`src/ovr_params.svh`:
```
`ifndef OVR_PARAMS_SVH
`define OVR_PARAMS_SVH

// ***********************************************************
// register map: page and address
// ***********************************************************
`define OVR_PAGE_ANALOG    8'h01
`define OVR_PAGE_DIGITAL   8'h00
`define OVR_ADDR_ROUTE     8'h23
`define OVR_ADDR_LVOL      8'h24
`define OVR_ADDR_RVOL      8'h25
`define OVR_ADDR_STEP      8'h3f

// ***********************************************************
// field positions
// ***********************************************************
`define OVR_LDAC_BIT       6
`define OVR_RDAC_BIT       2
`define OVR_PA_BIT         7
`define OVR_CODE_MSB       6
`define OVR_STEP_MSB       1

// ***********************************************************
// reset values
// ***********************************************************
`define OVR_ROUTE_RST      8'h00
`define OVR_VOL_RST        8'h7f
`define OVR_STEP_RST       8'h00
`define OVR_CODE_RST       7'h7f
`define OVR_CODE_MUTE      7'h7f
`define OVR_ATTEN_RST      10'h30f
`define OVR_RDATA_RST      8'h00

// ***********************************************************
// soft-step timing
// ***********************************************************
`define OVR_CLK_NS         10
`define OVR_STEP_SAMPLE_NS 20833
`define OVR_STEP0_CYC      (`OVR_STEP_SAMPLE_NS / `OVR_CLK_NS)
`define OVR_STEP1_CYC      ((2 * `OVR_STEP_SAMPLE_NS) / `OVR_CLK_NS)

`endif

```
`src/ovr_pkg.sv`:
```
package ovr_pkg;

   // stepper states
   typedef enum logic [0:0] {
      OVR_IDLE = 1'b0,
      OVR_WAIT = 1'b1
   } ovr_step_state_t;

   // soft-step interval selection
   typedef enum logic [1:0] {
      OVR_STEP_ONE  = 2'b00,
      OVR_STEP_TWO  = 2'b01,
      OVR_STEP_JUMP = 2'b10,
      OVR_STEP_RSV  = 2'b11
   } ovr_step_mode_t;

endpackage

```
`src/ovr_soft_stepper.sv`:
```
`timescale 1ns/1ns
`include "ovr_params.svh"

module ovr_soft_stepper (
   // clock and reset
   input  wire logic                     clk,
   input  wire logic                     nrst,
   // control
   input  wire logic [6:0]               target,
   input  wire ovr_pkg::ovr_step_mode_t  mode,
   input  wire logic [12:0]              int0_cyc,
   input  wire logic [12:0]              int1_cyc,
   // applied state
   output logic [6:0]                    code_q,
   output logic                          busy_q
);

   ovr_pkg::ovr_step_state_t state_q;
   ovr_pkg::ovr_step_state_t state_d;
   logic [6:0]               code_d;
   logic [12:0]              cnt_q;
   logic [12:0]              cnt_d;
   logic [12:0]              interval;
   logic [6:0]               next_code;

   // ***********************************************************
   // step sequencer
   // ***********************************************************

   // interval select and one-code move
   always_comb begin
      interval  = (mode == ovr_pkg::OVR_STEP_TWO) ? int1_cyc : int0_cyc;
      next_code = (code_q < target) ? code_q + 7'h01 : code_q - 7'h01;
   end

   // next state, code and counter
   always_comb begin
      state_d = state_q;
      code_d  = code_q;
      cnt_d   = cnt_q;
      case (state_q)
         ovr_pkg::OVR_IDLE: begin
            if (code_q != target) begin
               if (mode == ovr_pkg::OVR_STEP_JUMP) begin
                  code_d = target;
               end else begin
                  // RL7 gradual move start
                  cnt_d   = interval - 13'h0001;
                  state_d = ovr_pkg::OVR_WAIT;
               end
            end
         end
         ovr_pkg::OVR_WAIT: begin
            if (code_q == target) begin
               state_d = ovr_pkg::OVR_IDLE;
            end else if (cnt_q == 13'h0000) begin
               // RL13 one code per interval
               code_d = next_code;
               cnt_d  = interval - 13'h0001;
               if (next_code == target) begin
                  state_d = ovr_pkg::OVR_IDLE;
               end
            end else begin
               cnt_d = cnt_q - 13'h0001;
            end
         end
         default: begin
            state_d = ovr_pkg::OVR_IDLE;
         end
      endcase
   end

   // registers
   always_ff @(posedge clk or negedge nrst) begin
      if (!nrst) begin
         state_q <= ovr_pkg::OVR_IDLE;
         code_q  <= `OVR_CODE_RST;
         cnt_q   <= 13'h0000;
         busy_q  <= 1'b0;
      end else begin
         state_q <= state_d;
         code_q  <= code_d;
         cnt_q   <= cnt_d;
         busy_q  <= (state_d == ovr_pkg::OVR_WAIT);
      end
   end
endmodule // ovr_soft_stepper

```
`src/ovr_volume_ctrl.sv`:
```
// Contract
// RL1: bit 6 of the routing register connects the left DAC output to the left volume stage.
// RL2: bit 2 of the routing register connects the right DAC output to the right volume stage.
// RL3: bits 6-0 of the left volume register hold the left attenuation code.
// RL4: bits 6-0 of the right volume register hold the right attenuation code.
// RL5: bit 7 of the left volume register routes the left stage into the left headphone amplifier.
// RL6: bit 7 of the right volume register routes the right stage into the right headphone amplifier.
// RL7: a changed code is reached gradually in soft steps, not at once; step mode 2'b10 (jump) applies it at once. Logic jumps only from idle, not mid-run.
// RL8: bits 1-0 of the step timing register select the interval between steps.
// RL9: codes map to 0 dB down to -78.3 dB, 0.5 dB per code low, a table deeper, 117-127 all -78.3 dB.
// RL10: a channel is muted when its amplifier routing bit is 0 and its code is 127.
// RL11: each channel keeps its own gain and both apply different levels at once.
// RL12: volume and soft stepping keep working while the DAC is powered down.
// RL13: the applied code moves one code per interval toward the target and stops there; in jump mode it takes the target at once. Logic jumps only from idle.
`timescale 1ns/1ns
`include "ovr_params.svh"

module ovr_volume_ctrl #(
   parameter logic [12:0] STEP0_CYC = 13'(`OVR_STEP0_CYC),
   parameter logic [12:0] STEP1_CYC = 13'(`OVR_STEP1_CYC)
) (
   // clock and reset
   input  wire logic        CLK,
   input  wire logic        NRST,
   // register access port
   input  wire logic        REG_WR,
   input  wire logic        REG_RD,
   input  wire logic [7:0]  REG_PAGE,
   input  wire logic [7:0]  REG_ADDR,
   input  wire logic [7:0]  REG_WDATA,
   output logic [7:0]       REG_RDATA,
   output logic             REG_RVALID,
   // routing controls
   output logic             HPL_DAC_ROUTE,
   output logic             HPR_DAC_ROUTE,
   output logic             HPL_PA_ROUTE,
   output logic             HPR_PA_ROUTE,
   // applied volume, left
   output logic [6:0]       HPL_CODE,
   output logic [9:0]       HPL_ATTEN,
   output logic             HPL_MUTE,
   output logic             HPL_BUSY,
   // applied volume, right
   output logic [6:0]       HPR_CODE,
   output logic [9:0]       HPR_ATTEN,
   output logic             HPR_MUTE,
   output logic             HPR_BUSY
);

   // ***********************************************************
   // attenuation map, tenths of a dB
   // ***********************************************************

   // RL9 code to attenuation
   function automatic logic [9:0] atten_map(input logic [6:0] c);
      logic [9:0] cw;
      logic [9:0] r;
      cw = {3'h0, c};
      if (c < 7'h24) begin
         r = cw * 10'h005;
      end else if (c < 7'h3c) begin
         r = 10'h0b5 + (cw - 10'h024) * 10'h005;
      end else if (c < 7'h46) begin
         r = 10'h12d + (cw - 10'h03c) * 10'h005;
      end else if (c < 7'h54) begin
         r = 10'h160 + (cw - 10'h046) * 10'h005;
      end else begin
         case (c)
            7'h54: r = 10'h1a5;
            7'h55: r = 10'h1ab;
            7'h56: r = 10'h1b0;
            7'h57: r = 10'h1b6;
            7'h58: r = 10'h1bb;
            7'h59: r = 10'h1c0;
            7'h5a: r = 10'h1c4;
            7'h5b: r = 10'h1ca;
            7'h5c: r = 10'h1ce;
            7'h5d: r = 10'h1d3;
            7'h5e: r = 10'h1da;
            7'h5f: r = 10'h1df;
            7'h60: r = 10'h1e2;
            7'h61: r = 10'h1e7;
            7'h62: r = 10'h1ed;
            7'h63: r = 10'h1f4;
            7'h64: r = 10'h1f7;
            7'h65: r = 10'h1fe;
            7'h66: r = 10'h202;
            7'h67: r = 10'h206;
            7'h68: r = 10'h20a;
            7'h69: r = 10'h20f;
            7'h6a: r = 10'h219;
            7'h6b: r = 10'h21e;
            7'h6c: r = 10'h229;
            7'h6d: r = 10'h237;
            7'h6e: r = 10'h247;
            7'h6f: r = 10'h25a;
            7'h70: r = 10'h273;
            7'h71: r = 10'h283;
            7'h72: r = 10'h296;
            7'h73: r = 10'h2af;
            7'h74: r = 10'h2d2;
            default: r = 10'h30f; // floor for 117-127
         endcase
      end
      return r;
   endfunction

   // register hit on page and address
   function automatic logic reg_hit(input logic [7:0] pg, input logic [7:0] ad);
      return (REG_PAGE == pg) && (REG_ADDR == ad);
   endfunction

   // ***********************************************************
   // register file
   // ***********************************************************
   logic [7:0] route_q;
   logic [7:0] route_d;
   logic [7:0] lvol_q;
   logic [7:0] lvol_d;
   logic [7:0] rvol_q;
   logic [7:0] rvol_d;
   logic [7:0] step_q;
   logic [7:0] step_d;
   logic [7:0] rdata_d;

   // write decode and read mux
   always_comb begin
      route_d = route_q;
      lvol_d  = lvol_q;
      rvol_d  = rvol_q;
      step_d  = step_q;
      rdata_d = REG_RDATA;
      if (REG_WR) begin
         if (reg_hit(`OVR_PAGE_ANALOG, `OVR_ADDR_ROUTE)) begin
            route_d = REG_WDATA;
         end
         if (reg_hit(`OVR_PAGE_ANALOG, `OVR_ADDR_LVOL)) begin
            lvol_d = REG_WDATA;
         end
         if (reg_hit(`OVR_PAGE_ANALOG, `OVR_ADDR_RVOL)) begin
            rvol_d = REG_WDATA;
         end
         if (reg_hit(`OVR_PAGE_DIGITAL, `OVR_ADDR_STEP)) begin
            step_d = REG_WDATA;
         end
      end
      if (REG_RD) begin
         if (reg_hit(`OVR_PAGE_ANALOG, `OVR_ADDR_ROUTE)) begin
            rdata_d = route_q;
         end else if (reg_hit(`OVR_PAGE_ANALOG, `OVR_ADDR_LVOL)) begin
            rdata_d = lvol_q;
         end else if (reg_hit(`OVR_PAGE_ANALOG, `OVR_ADDR_RVOL)) begin
            rdata_d = rvol_q;
         end else if (reg_hit(`OVR_PAGE_DIGITAL, `OVR_ADDR_STEP)) begin
            rdata_d = step_q;
         end else begin
            rdata_d = `OVR_RDATA_RST; // unmapped reads zero
         end
      end
   end

   // register storage
   always_ff @(posedge CLK or negedge NRST) begin
      if (!NRST) begin
         route_q    <= `OVR_ROUTE_RST;
         lvol_q     <= `OVR_VOL_RST;
         rvol_q     <= `OVR_VOL_RST;
         step_q     <= `OVR_STEP_RST;
         REG_RDATA  <= `OVR_RDATA_RST;
         REG_RVALID <= 1'b0;
      end else begin
         route_q    <= route_d;
         lvol_q     <= lvol_d;
         rvol_q     <= rvol_d;
         step_q     <= step_d;
         REG_RDATA  <= rdata_d;
         REG_RVALID <= REG_RD;
      end
   end

   // ***********************************************************
   // soft steppers, one per channel
   // ***********************************************************
   logic [6:0]             lcode;
   logic [6:0]             rcode;
   logic                   lbusy;
   logic                   rbusy;
   ovr_pkg::ovr_step_mode_t step_mode;

   // RL8 interval select field
   assign step_mode = ovr_pkg::ovr_step_mode_t'(step_q[`OVR_STEP_MSB:0]);

   // RL11 independent left stage
   // RL12 no dependence on DAC power
   ovr_soft_stepper u_step_l (
      .clk      (CLK),
      .nrst     (NRST),
      .target   (lvol_q[`OVR_CODE_MSB:0]),
      .mode     (step_mode),
      .int0_cyc (STEP0_CYC),
      .int1_cyc (STEP1_CYC),
      .code_q   (lcode),
      .busy_q   (lbusy)
   );

   // RL11 independent right stage
   ovr_soft_stepper u_step_r (
      .clk      (CLK),
      .nrst     (NRST),
      .target   (rvol_q[`OVR_CODE_MSB:0]),
      .mode     (step_mode),
      .int0_cyc (STEP0_CYC),
      .int1_cyc (STEP1_CYC),
      .code_q   (rcode),
      .busy_q   (rbusy)
   );

   // ***********************************************************
   // output stage
   // ***********************************************************
   logic       ldac_d;
   logic       rdac_d;
   logic       lpa_d;
   logic       rpa_d;
   logic [9:0] latten_d;
   logic [9:0] ratten_d;
   logic       lmute_d;
   logic       rmute_d;

   // next output values
   always_comb begin
      // RL1 left DAC routing
      ldac_d   = route_q[`OVR_LDAC_BIT];
      // RL2 right DAC routing
      rdac_d   = route_q[`OVR_RDAC_BIT];
      // RL5 left amplifier routing
      lpa_d    = lvol_q[`OVR_PA_BIT];
      // RL6 right amplifier routing
      rpa_d    = rvol_q[`OVR_PA_BIT];
      // RL3 left code applied
      latten_d = atten_map(lcode);
      // RL4 right code applied
      ratten_d = atten_map(rcode);
      // RL10 mute decode
      lmute_d  = !lvol_q[`OVR_PA_BIT] && (lcode == `OVR_CODE_MUTE);
      rmute_d  = !rvol_q[`OVR_PA_BIT] && (rcode == `OVR_CODE_MUTE);
   end

   // output flops
   always_ff @(posedge CLK or negedge NRST) begin
      if (!NRST) begin
         HPL_DAC_ROUTE <= 1'b0;
         HPR_DAC_ROUTE <= 1'b0;
         HPL_PA_ROUTE  <= 1'b0;
         HPR_PA_ROUTE  <= 1'b0;
         HPL_CODE      <= `OVR_CODE_RST;
         HPR_CODE      <= `OVR_CODE_RST;
         HPL_ATTEN     <= `OVR_ATTEN_RST;
         HPR_ATTEN     <= `OVR_ATTEN_RST;
         HPL_MUTE      <= 1'b1;
         HPR_MUTE      <= 1'b1;
         HPL_BUSY      <= 1'b0;
         HPR_BUSY      <= 1'b0;
      end else begin
         HPL_DAC_ROUTE <= ldac_d;
         HPR_DAC_ROUTE <= rdac_d;
         HPL_PA_ROUTE  <= lpa_d;
         HPR_PA_ROUTE  <= rpa_d;
         HPL_CODE      <= lcode;
         HPR_CODE      <= rcode;
         HPL_ATTEN     <= latten_d;
         HPR_ATTEN     <= ratten_d;
         HPL_MUTE      <= lmute_d;
         HPR_MUTE      <= rmute_d;
         HPL_BUSY      <= lbusy;
         HPR_BUSY      <= rbusy;
      end
   end
endmodule // ovr_volume_ctrl

```
`config.mk`:
```
export PLATFORM = sky130hd
export DESIGN_NAME = ovr_volume_ctrl
export DESIGN_NICKNAME = d
export VERILOG_FILES = /design/src/ovr_pkg.sv /design/src/ovr_soft_stepper.sv /design/src/ovr_volume_ctrl.sv
export VERILOG_INCLUDE_DIRS = /design/src
export SDC_FILE = /design/constraint.sdc
export NUM_CORES = 1
export LEC_CHECK = 0
export BUFFER_PORTS_ARGS = -buffer_cell sky130_fd_sc_hd__buf_4
export CAP_MARGIN = 40
export CORE_AREA = 2 2 180 129
export DETAILED_ROUTE_END_ITERATION = 8
export DIE_AREA = 0 0 182 131
export HOLD_SLACK_MARGIN = 0.15
export MAX_ROUTING_LAYER = met4
export PLACE_DENSITY = 0.78
export SLEW_MARGIN = 10
export SYNTH_ARGS = -nofsm -noshare
export SYNTH_HDL_FRONTEND = slang
export SYNTH_HIERARCHICAL = 1
export SYNTH_SLANG_ARGS = --single-unit
```
`constraint.sdc`:
```
create_clock -name CLK -period 4.2 [get_ports CLK]
set_input_delay 0.84 -clock CLK [delete_from_list [all_inputs] [get_ports CLK]]
set_output_delay 0.84 -clock CLK [all_outputs]
set_load 0.03 [all_outputs]
```
==> metrics.cfg, run 1 <==
[power]
p_leak_nw = 6.46
swShare = 0.267
clkPwrFrac = 0.505
power_switching_w = 0.000772
power_frac_comb = 0.064
power_density_nw_per_um2 = 201
internal-power_w = 0.00212
seq_power_share = 0.430
ir_drop_v = 0.000301

[worst_setup_path]
crit_arrival_ps = 4230
cp_top_family = adder cells
reg2reg_depth = 12
critPathMostFrequentCell = ha_1
critical_path.cell_chain = inv_1 -> ha_1 -> inv_1 -> ha_1 -> ha_1 -> ha_1 -> a211oi_1 -> o21bai_1 -> a2111oi_0 -> nor3_1 -> xor2_1 -> a221oi_1
timing.rr.start = u_step_r/code_q[2]$_DFFE_PN1P_
cp_max_fo = 15
cp-end-kind = flip-flop
startpoint_type = flip-flop
critPathSlowestCell = dfstp_4
rrSetupSlack_ps = 290
crit_required_ps = 4520
path_class = flip-flop to flip-flop
crit_buf_inv = 2
critPathMaxStageDelay_ps = 720
r2r_end = HPR_ATTEN[9]$_DFF_PN1_

[global_routing]
grt_antenna_before_repair = 0
grt_util_all_layers = 0.311
grt_first_pass_wirelength_um = 56000
grt_pass1_vias = 10100
grt_max_degree = 63
gr-total-overflow = 0

[synth]
synth.distinct_cells = 95
synthArstFlopShare = 1.00
synth-seq-cells = 125
avgSynthCellArea_um2 = 9.20
ys.flop_type = dfrtp_1
yosysSeqAreaShare = 0.258
synth_warnings = 6
synth-edff-count = 0
netlist_area_um2 = 12400
synth_cells = 1349

[clocking]
cts_htree_levels = 4
ctsHoldBuffers = 0
numCtsBuffers = 17
clk_latency_ps = 440
clock_sinks = 125
cts_tree = done
clk_pin_slew_worst_paths_ps = 70
cts_root_buffer = clkbuf_16
clockBufferDepth = 2

[detailed_routing]
ant_nets = 0
avgRoutedWirePerCell_um = 19.0
drt_pre_antenna_iters = 6
viasPerCell = 6.04
drc = 0
drtIter0Drc = 1237
wl_um = 34900
vias = 11100

[sta]
rsz0062_at_grt = no
min_period_ps = 3910
fin_crit_sh = 0.932
hold_viol = 0
slew_headroom = 0.363
max_freq_mhz = 255
holdWs_ps = 274
setup_viol = 0
drv_slew = 0
tightest_slew_ps = 948
setup_tns_ps = 0
skew_ps = 16.8

[cells_and_area]
instances_no_fill = 1832
final_common_cell = ha_1
layout-drive-gt1-share = 0.184
diodes = 0
mostFrequentLayoutCells = ha_1 (162), buf_4 (115), conb_1 (104), nor2_1 (97), a21oi_1 (95)
fin_nets = 1743
syn2layout_area_growth_pct = 15.8

[floorplan]
start_util = 0.559
die_y_um = 131
core-area_um2 = 22200
io_pins = 79
fp.dieArea_um2 = 23800
die_w_um = 182
std_cell_rows = 46

[placement]
io_buffers = 78
placed_cells = 1797
gp_congestion = 1.02
dp_hpwl_um = 26500

[hold_path]
hp-class = primary input to async pin

[job]
max_cap_viol_count = 0

[outcome]
status = finished clean

[worst max-delay path by stage]
stage                     slack [ps]                      startpoint  cells after the start                endpoint
after floorplan                  180  u_step_l/code_q[3]$_DFFE_PN1P_                     16  HPL_ATTEN[8]$_DFF_PN1_
after global placement           430  u_step_r/code_q[2]$_DFFE_PN1P_                     12  HPR_ATTEN[9]$_DFF_PN1_
after detailed placement         300  u_step_r/code_q[3]$_DFFE_PN1P_                     15  HPR_ATTEN[8]$_DFF_PN1_
after CTS                        250  u_step_r/code_q[3]$_DFFE_PN1P_                     15  HPR_ATTEN[8]$_DFF_PN1_
after global routing              40  u_step_r/code_q[3]$_DFFE_PN1P_                     15  HPR_ATTEN[8]$_DFF_PN1_
final                            290  u_step_r/code_q[2]$_DFFE_PN1P_                     12  HPR_ATTEN[9]$_DFF_PN1_
[power groups by stage]
stage | sequential, W | clock [W] | combinational [W]
4_1_cts | 0.00124 | 0.00149 | 0.000180
2_1_floorplan | 0.00127 | 0 | 0.0000885
5_1_grt | 0.00125 | 0.00153 | 0.000209
3_3_place_gp | 0.00126 | 0 | 0.000173
3_5_place_dp | 0.00126 | 0 | 0.000180
6_report | 0.00124 | 0.00146 | 0.000186
[synth_stat cells, types with 22 or more instances]
master	instances	area share
nor2_1	97	0.029
dfstp_2	56	0.12
dfrtp_1	69	0.14
nor3_1	37	0.015
mux2i_1	41	0.033
inv_1	72	0.022
xnor2_1	49	0.035
fa_1	22	0.035
xor2_1	44	0.031
clkbuf_1	34	0.010
mux2_2	45	0.041
a21oi_1	95	0.038
nand2_1	58	0.018
a21o_1	24	0.015
o21ai_0	64	0.026
a211oi_1	27	0.016
nand3_1	30	0.012
ha_1	162	0.16
[per-layer routing]
layer	global-route usage	vias to the layer above	share of wire
met5	-	-	0
met4	0.0830	0	0.015
met3	0.0624	36	0.089
met2	0.416	495	0.40
met1	0.469	5265	0.49
li1	-	5263	-
[cells by family (layout without fill, tap and decap cells)]
group           after synthesis  count (layout)  share of synthesized area
compound gates              385             385                      0.207
xor+xnor                     95              95                     0.0692
fa+ha+maj                   184             184                      0.199
buf+inv                     130             223                     0.0430
flops                       125             125                      0.258
mux                          91              91                     0.0802
other cells                   2             104                   0.000605
simple gates                337             337                      0.144
[cell type report]
cell class / count / area (um^2)
clock buffers: 18 / 429
clock inverters: 14 / 134
fillers: 1798 / 7840
inverters: 74 / 278
multi-input cells: 1196 / 9080
flip-flops and latches: 125 / 3200
well taps: 288 / 360
repair buffers: 117 / 902
[state kept, by name, summed over array words and instances, names as in the netlist, 10 cells and up]
signal	flops
u_step_r/cnt_q	13
HPR_ATTEN	10
HPL_ATTEN	10
u_step_l/cnt_q	13
[through the flow]
stage / power (W) / util / area (um^2) / worst slack, ps
finish: 0.00289 / 0.647 / 14400 / 286
global route: 0.00299 / 0.647 / 14400 / 41.0
CTS: 0.00291 / 0.646 / 14300 / 254
detailed placement: 0.00144 / 0.620 / 13800 / 299
global placement: 0.00144 / 0.619 / 13700 / 425
floorplan: 0.00136 / - / 12800 / 180
[timing repair]
| item | CTS | global route |
|---|---|---|
| buffers inserted | 0 | 3 |
| setup endpoints to repair | 0 | 2 |
| resized for setup | 0 | 3 |
(Power assumes the default switching activity.)
==> run 2, diff against run 1 <==
--- a/config.mk
+++ b/config.mk
@@ -9,6 +9,7 @@
 export BUFFER_PORTS_ARGS = -buffer_cell sky130_fd_sc_hd__buf_4
 export CAP_MARGIN = 40
 export CORE_AREA = 2 2 180 129
+export CTS_BUF_LIST = sky130_fd_sc_hd__clkbuf_16
 export DETAILED_ROUTE_END_ITERATION = 8
 export DIE_AREA = 0 0 182 131
 export HOLD_SLACK_MARGIN = 0.15
==> run 2 against run 1 <==
Register-to-register slack about the same. Sequential share of layout area unchanged. Power unchanged. Via count increased by 0.41%. Worst setup slack got worse by 12 ps. Routed wire length increased by 0.22%. Clock-buffer cell count decreased by 1. Utilization unchanged. Non-clock buffer count unchanged. Largest cell class unchanged. Global-route usage unchanged.
==> metrics.cfg, run 2 (synthesis gave the netlist of run 1 again) <==
[floorplan]
die_w_um = 182  ; unchanged
fp.dieArea_um2 = 23800  ; unchanged
core-area_um2 = 22200  ; unchanged
die_y_um = 131  ; unchanged
std_cell_rows = 46  ; unchanged
start_util = 0.559  ; unchanged
io_pins = 79  ; unchanged

[sta]
drv_slew = 0  ; unchanged
hold_viol = 0  ; unchanged
fin_ws_ps = 273  ; -12.4 ps
skew_ps = 14.0  ; -2.73 ps
slew_headroom = 0.363  ; -0.000920
rsz0062_at_grt = no
setup_viol = 0  ; unchanged
fin_crit_sh = 0.935  ; +0.00296
setup_tns_ps = 0  ; unchanged
max_freq_mhz = 255  ; -0.32%
min_period_ps = 3930  ; +12.4 ps
tightest_slew_ps = 950  ; +1.37 ps

[hold_path]
hp-class = primary input to async pin

[clocking]
clk_pin_slew_worst_paths_ps = 70  ; about the same
cts_htree_levels = 4  ; unchanged
clock_sinks = 125  ; unchanged
cts_root_buffer = clkbuf_16
clk_latency_ps = 440  ; about the same
clockBufferDepth = 2  ; unchanged
ctsHoldBuffers = 0  ; unchanged
cts_tree = done
numCtsBuffers = 17  ; unchanged

[cells_and_area]
final_common_cell = ha_1
reg.largest.list = u_step_l/cnt_q x13, u_step_r/cnt_q x13
mostFrequentLayoutCells = ha_1 (162), buf_4 (115), conb_1 (104), nor2_1 (97), a21oi_1 (95)
instances_no_fill = 1832  ; unchanged
layout-drive-gt1-share = 0.184  ; unchanged
fin_nets = 1743  ; unchanged
diodes = 0  ; unchanged
syn2layout_area_growth_pct = 15.8  ; unchanged
fill_cells = 1798  ; unchanged
design_area_um2 = 14400  ; unchanged

[power]
ir_drop_v = 0.000302  ; +0.45%
p_leak_nw = 6.47  ; about the same
power_density_nw_per_um2 = 201  ; unchanged

[worst_setup_path]
rrSetupSlack_ps = 270  ; about the same
critPathMaxStageDelay_ps = 710  ; about the same
cp_max_fo = 15  ; unchanged
startpoint_type = flip-flop
crit_required_ps = 4520  ; about the same
crit_arrival_ps = 4250  ; +20 ps
critical_path.cell_chain = inv_1 -> ha_1 -> inv_1 -> ha_1 -> ha_1 -> ha_1 -> a211oi_1 -> o21bai_1 -> a2111oi_0 -> nor3_1 -> xor2_1 -> a221oi_1
path_class = flip-flop to flip-flop
critPathSlowestCell = dfstp_4
critPathMostFrequentCell = ha_1
cp-end-kind = flip-flop

[global_routing]
grt_pass1_vias = 10100  ; unchanged
grt_busiest_layer = met1
grt_util_all_layers = 0.311  ; unchanged
grt_first_pass_wirelength_um = 56000  ; unchanged
grt_antenna_before_repair = 0  ; unchanged
gr-usage-met2 = 0.416  ; unchanged
grt_max_degree = 63  ; unchanged
use_met3 = 0.0624  ; unchanged
gr-total-overflow = 0  ; unchanged
grt_use_met1 = 0.469  ; unchanged

[detailed_routing]
drtIter0Drc = 1241  ; +0.32%
wl_um = 35000  ; +0.22%
viasPerCell = 6.06  ; +0.41%
vias = 11100  ; +0.41%
ant_nets = 0  ; unchanged
avgRoutedWirePerCell_um = 19.1  ; +0.22%
drt_pre_antenna_iters = 6  ; unchanged
drc = 0  ; unchanged

[placement]
place_ws_ps = 299  ; unchanged
io_buffers = 78  ; unchanged
dp_hpwl_um = 26500  ; unchanged
gp_congestion = 1.02  ; unchanged
dpl_cell_area_um2 = 13800  ; unchanged
placed_cells = 1797  ; unchanged

[job]
max_cap_viol_count = 0  ; unchanged

[outcome]
status = finished clean

-- run 2: timing repair --
item | CTS | global route
resized for setup | 0 | 3
setup buffers | 0 | 3
setup endpoints to repair | 0 | 2
-- run 2: through the flow --
stage | hold slack [ps] | utilization | total power (W)
after floorplan | 352 | - | 0.00136
after global placement | 402 | 0.619 | 0.00144
after detailed placement | 401 | 0.620 | 0.00144
after CTS | 272 | 0.646 | 0.00291
after global routing | 283 | 0.647 | 0.00299
final | 274 | 0.647 | 0.00289
-- run 2: area by class of cell --
cell class	instances	area, um^2	area share
clock buffers	17	425	0.0296
clock inverters	15	138	0.00957
inverters	74	278	0.0193
multi-input cells	1196	9080	0.631
flip-flops and latches	125	3200	0.223
well taps	288	360	0.0251
repair buffers	117	902	0.0627
-- run 2: report_power, final --
| group | internal, W | total [W] | switching [W] |
|---|---|---|---|
| sequential | 0.00123 | 0.00124 | 0.0000190 |
| clock | 0.000820 | 0.00146 | 0.000641 |
| combinational | 0.0000714 | 0.000186 | 0.000115 |
| total | 0.00212 | 0.00289 | 0.000775 |
-- run 2: per-layer routing --
layer / vias to the layer above / routed length, um
li1: 5266 / -
met1: 5311 / 17300
met2: 489 / 14100
met3: 38 / 3050
met4: 0 / 554
met5: - / 0
-- run 2: worst max-delay path: cells and delay by family, from the launching register on --
kind | cells | cell delay (ps)
adder cells (fa/ha/maj) | 4 | 1250
AO/OA/AOI/OAI | 4 | 1200
flip-flops | 1 | 710
buffers and inverters | 2 | 320
XOR/XNOR | 1 | 200
AND/OR/NAND/NOR | 1 | 130
-- run 2: final timing paths --
path | to | from | depth (start not counted)
worst max-delay path | HPR_ATTEN[9]$_DFF_PN1_ | u_step_r/code_q[2]$_DFFE_PN1P_ | 12
worst min-delay path | HPR_ATTEN[4]$_DFF_PN0_ | NRST | 1
worst max register to register | HPR_ATTEN[9]$_DFF_PN1_ | u_step_r/code_q[2]$_DFFE_PN1P_ | 12
worst min register to register | HPL_CODE[1]$_DFF_PN1_ | u_step_l/code_q[1]$_DFFE_PN1P_ | 0
max in group asynchronous | HPL_CODE[4]$_DFF_PN1_ | NRST | 3
min in group CLK | HPL_CODE[1]$_DFF_PN1_ | u_step_l/code_q[1]$_DFFE_PN1P_ | 0
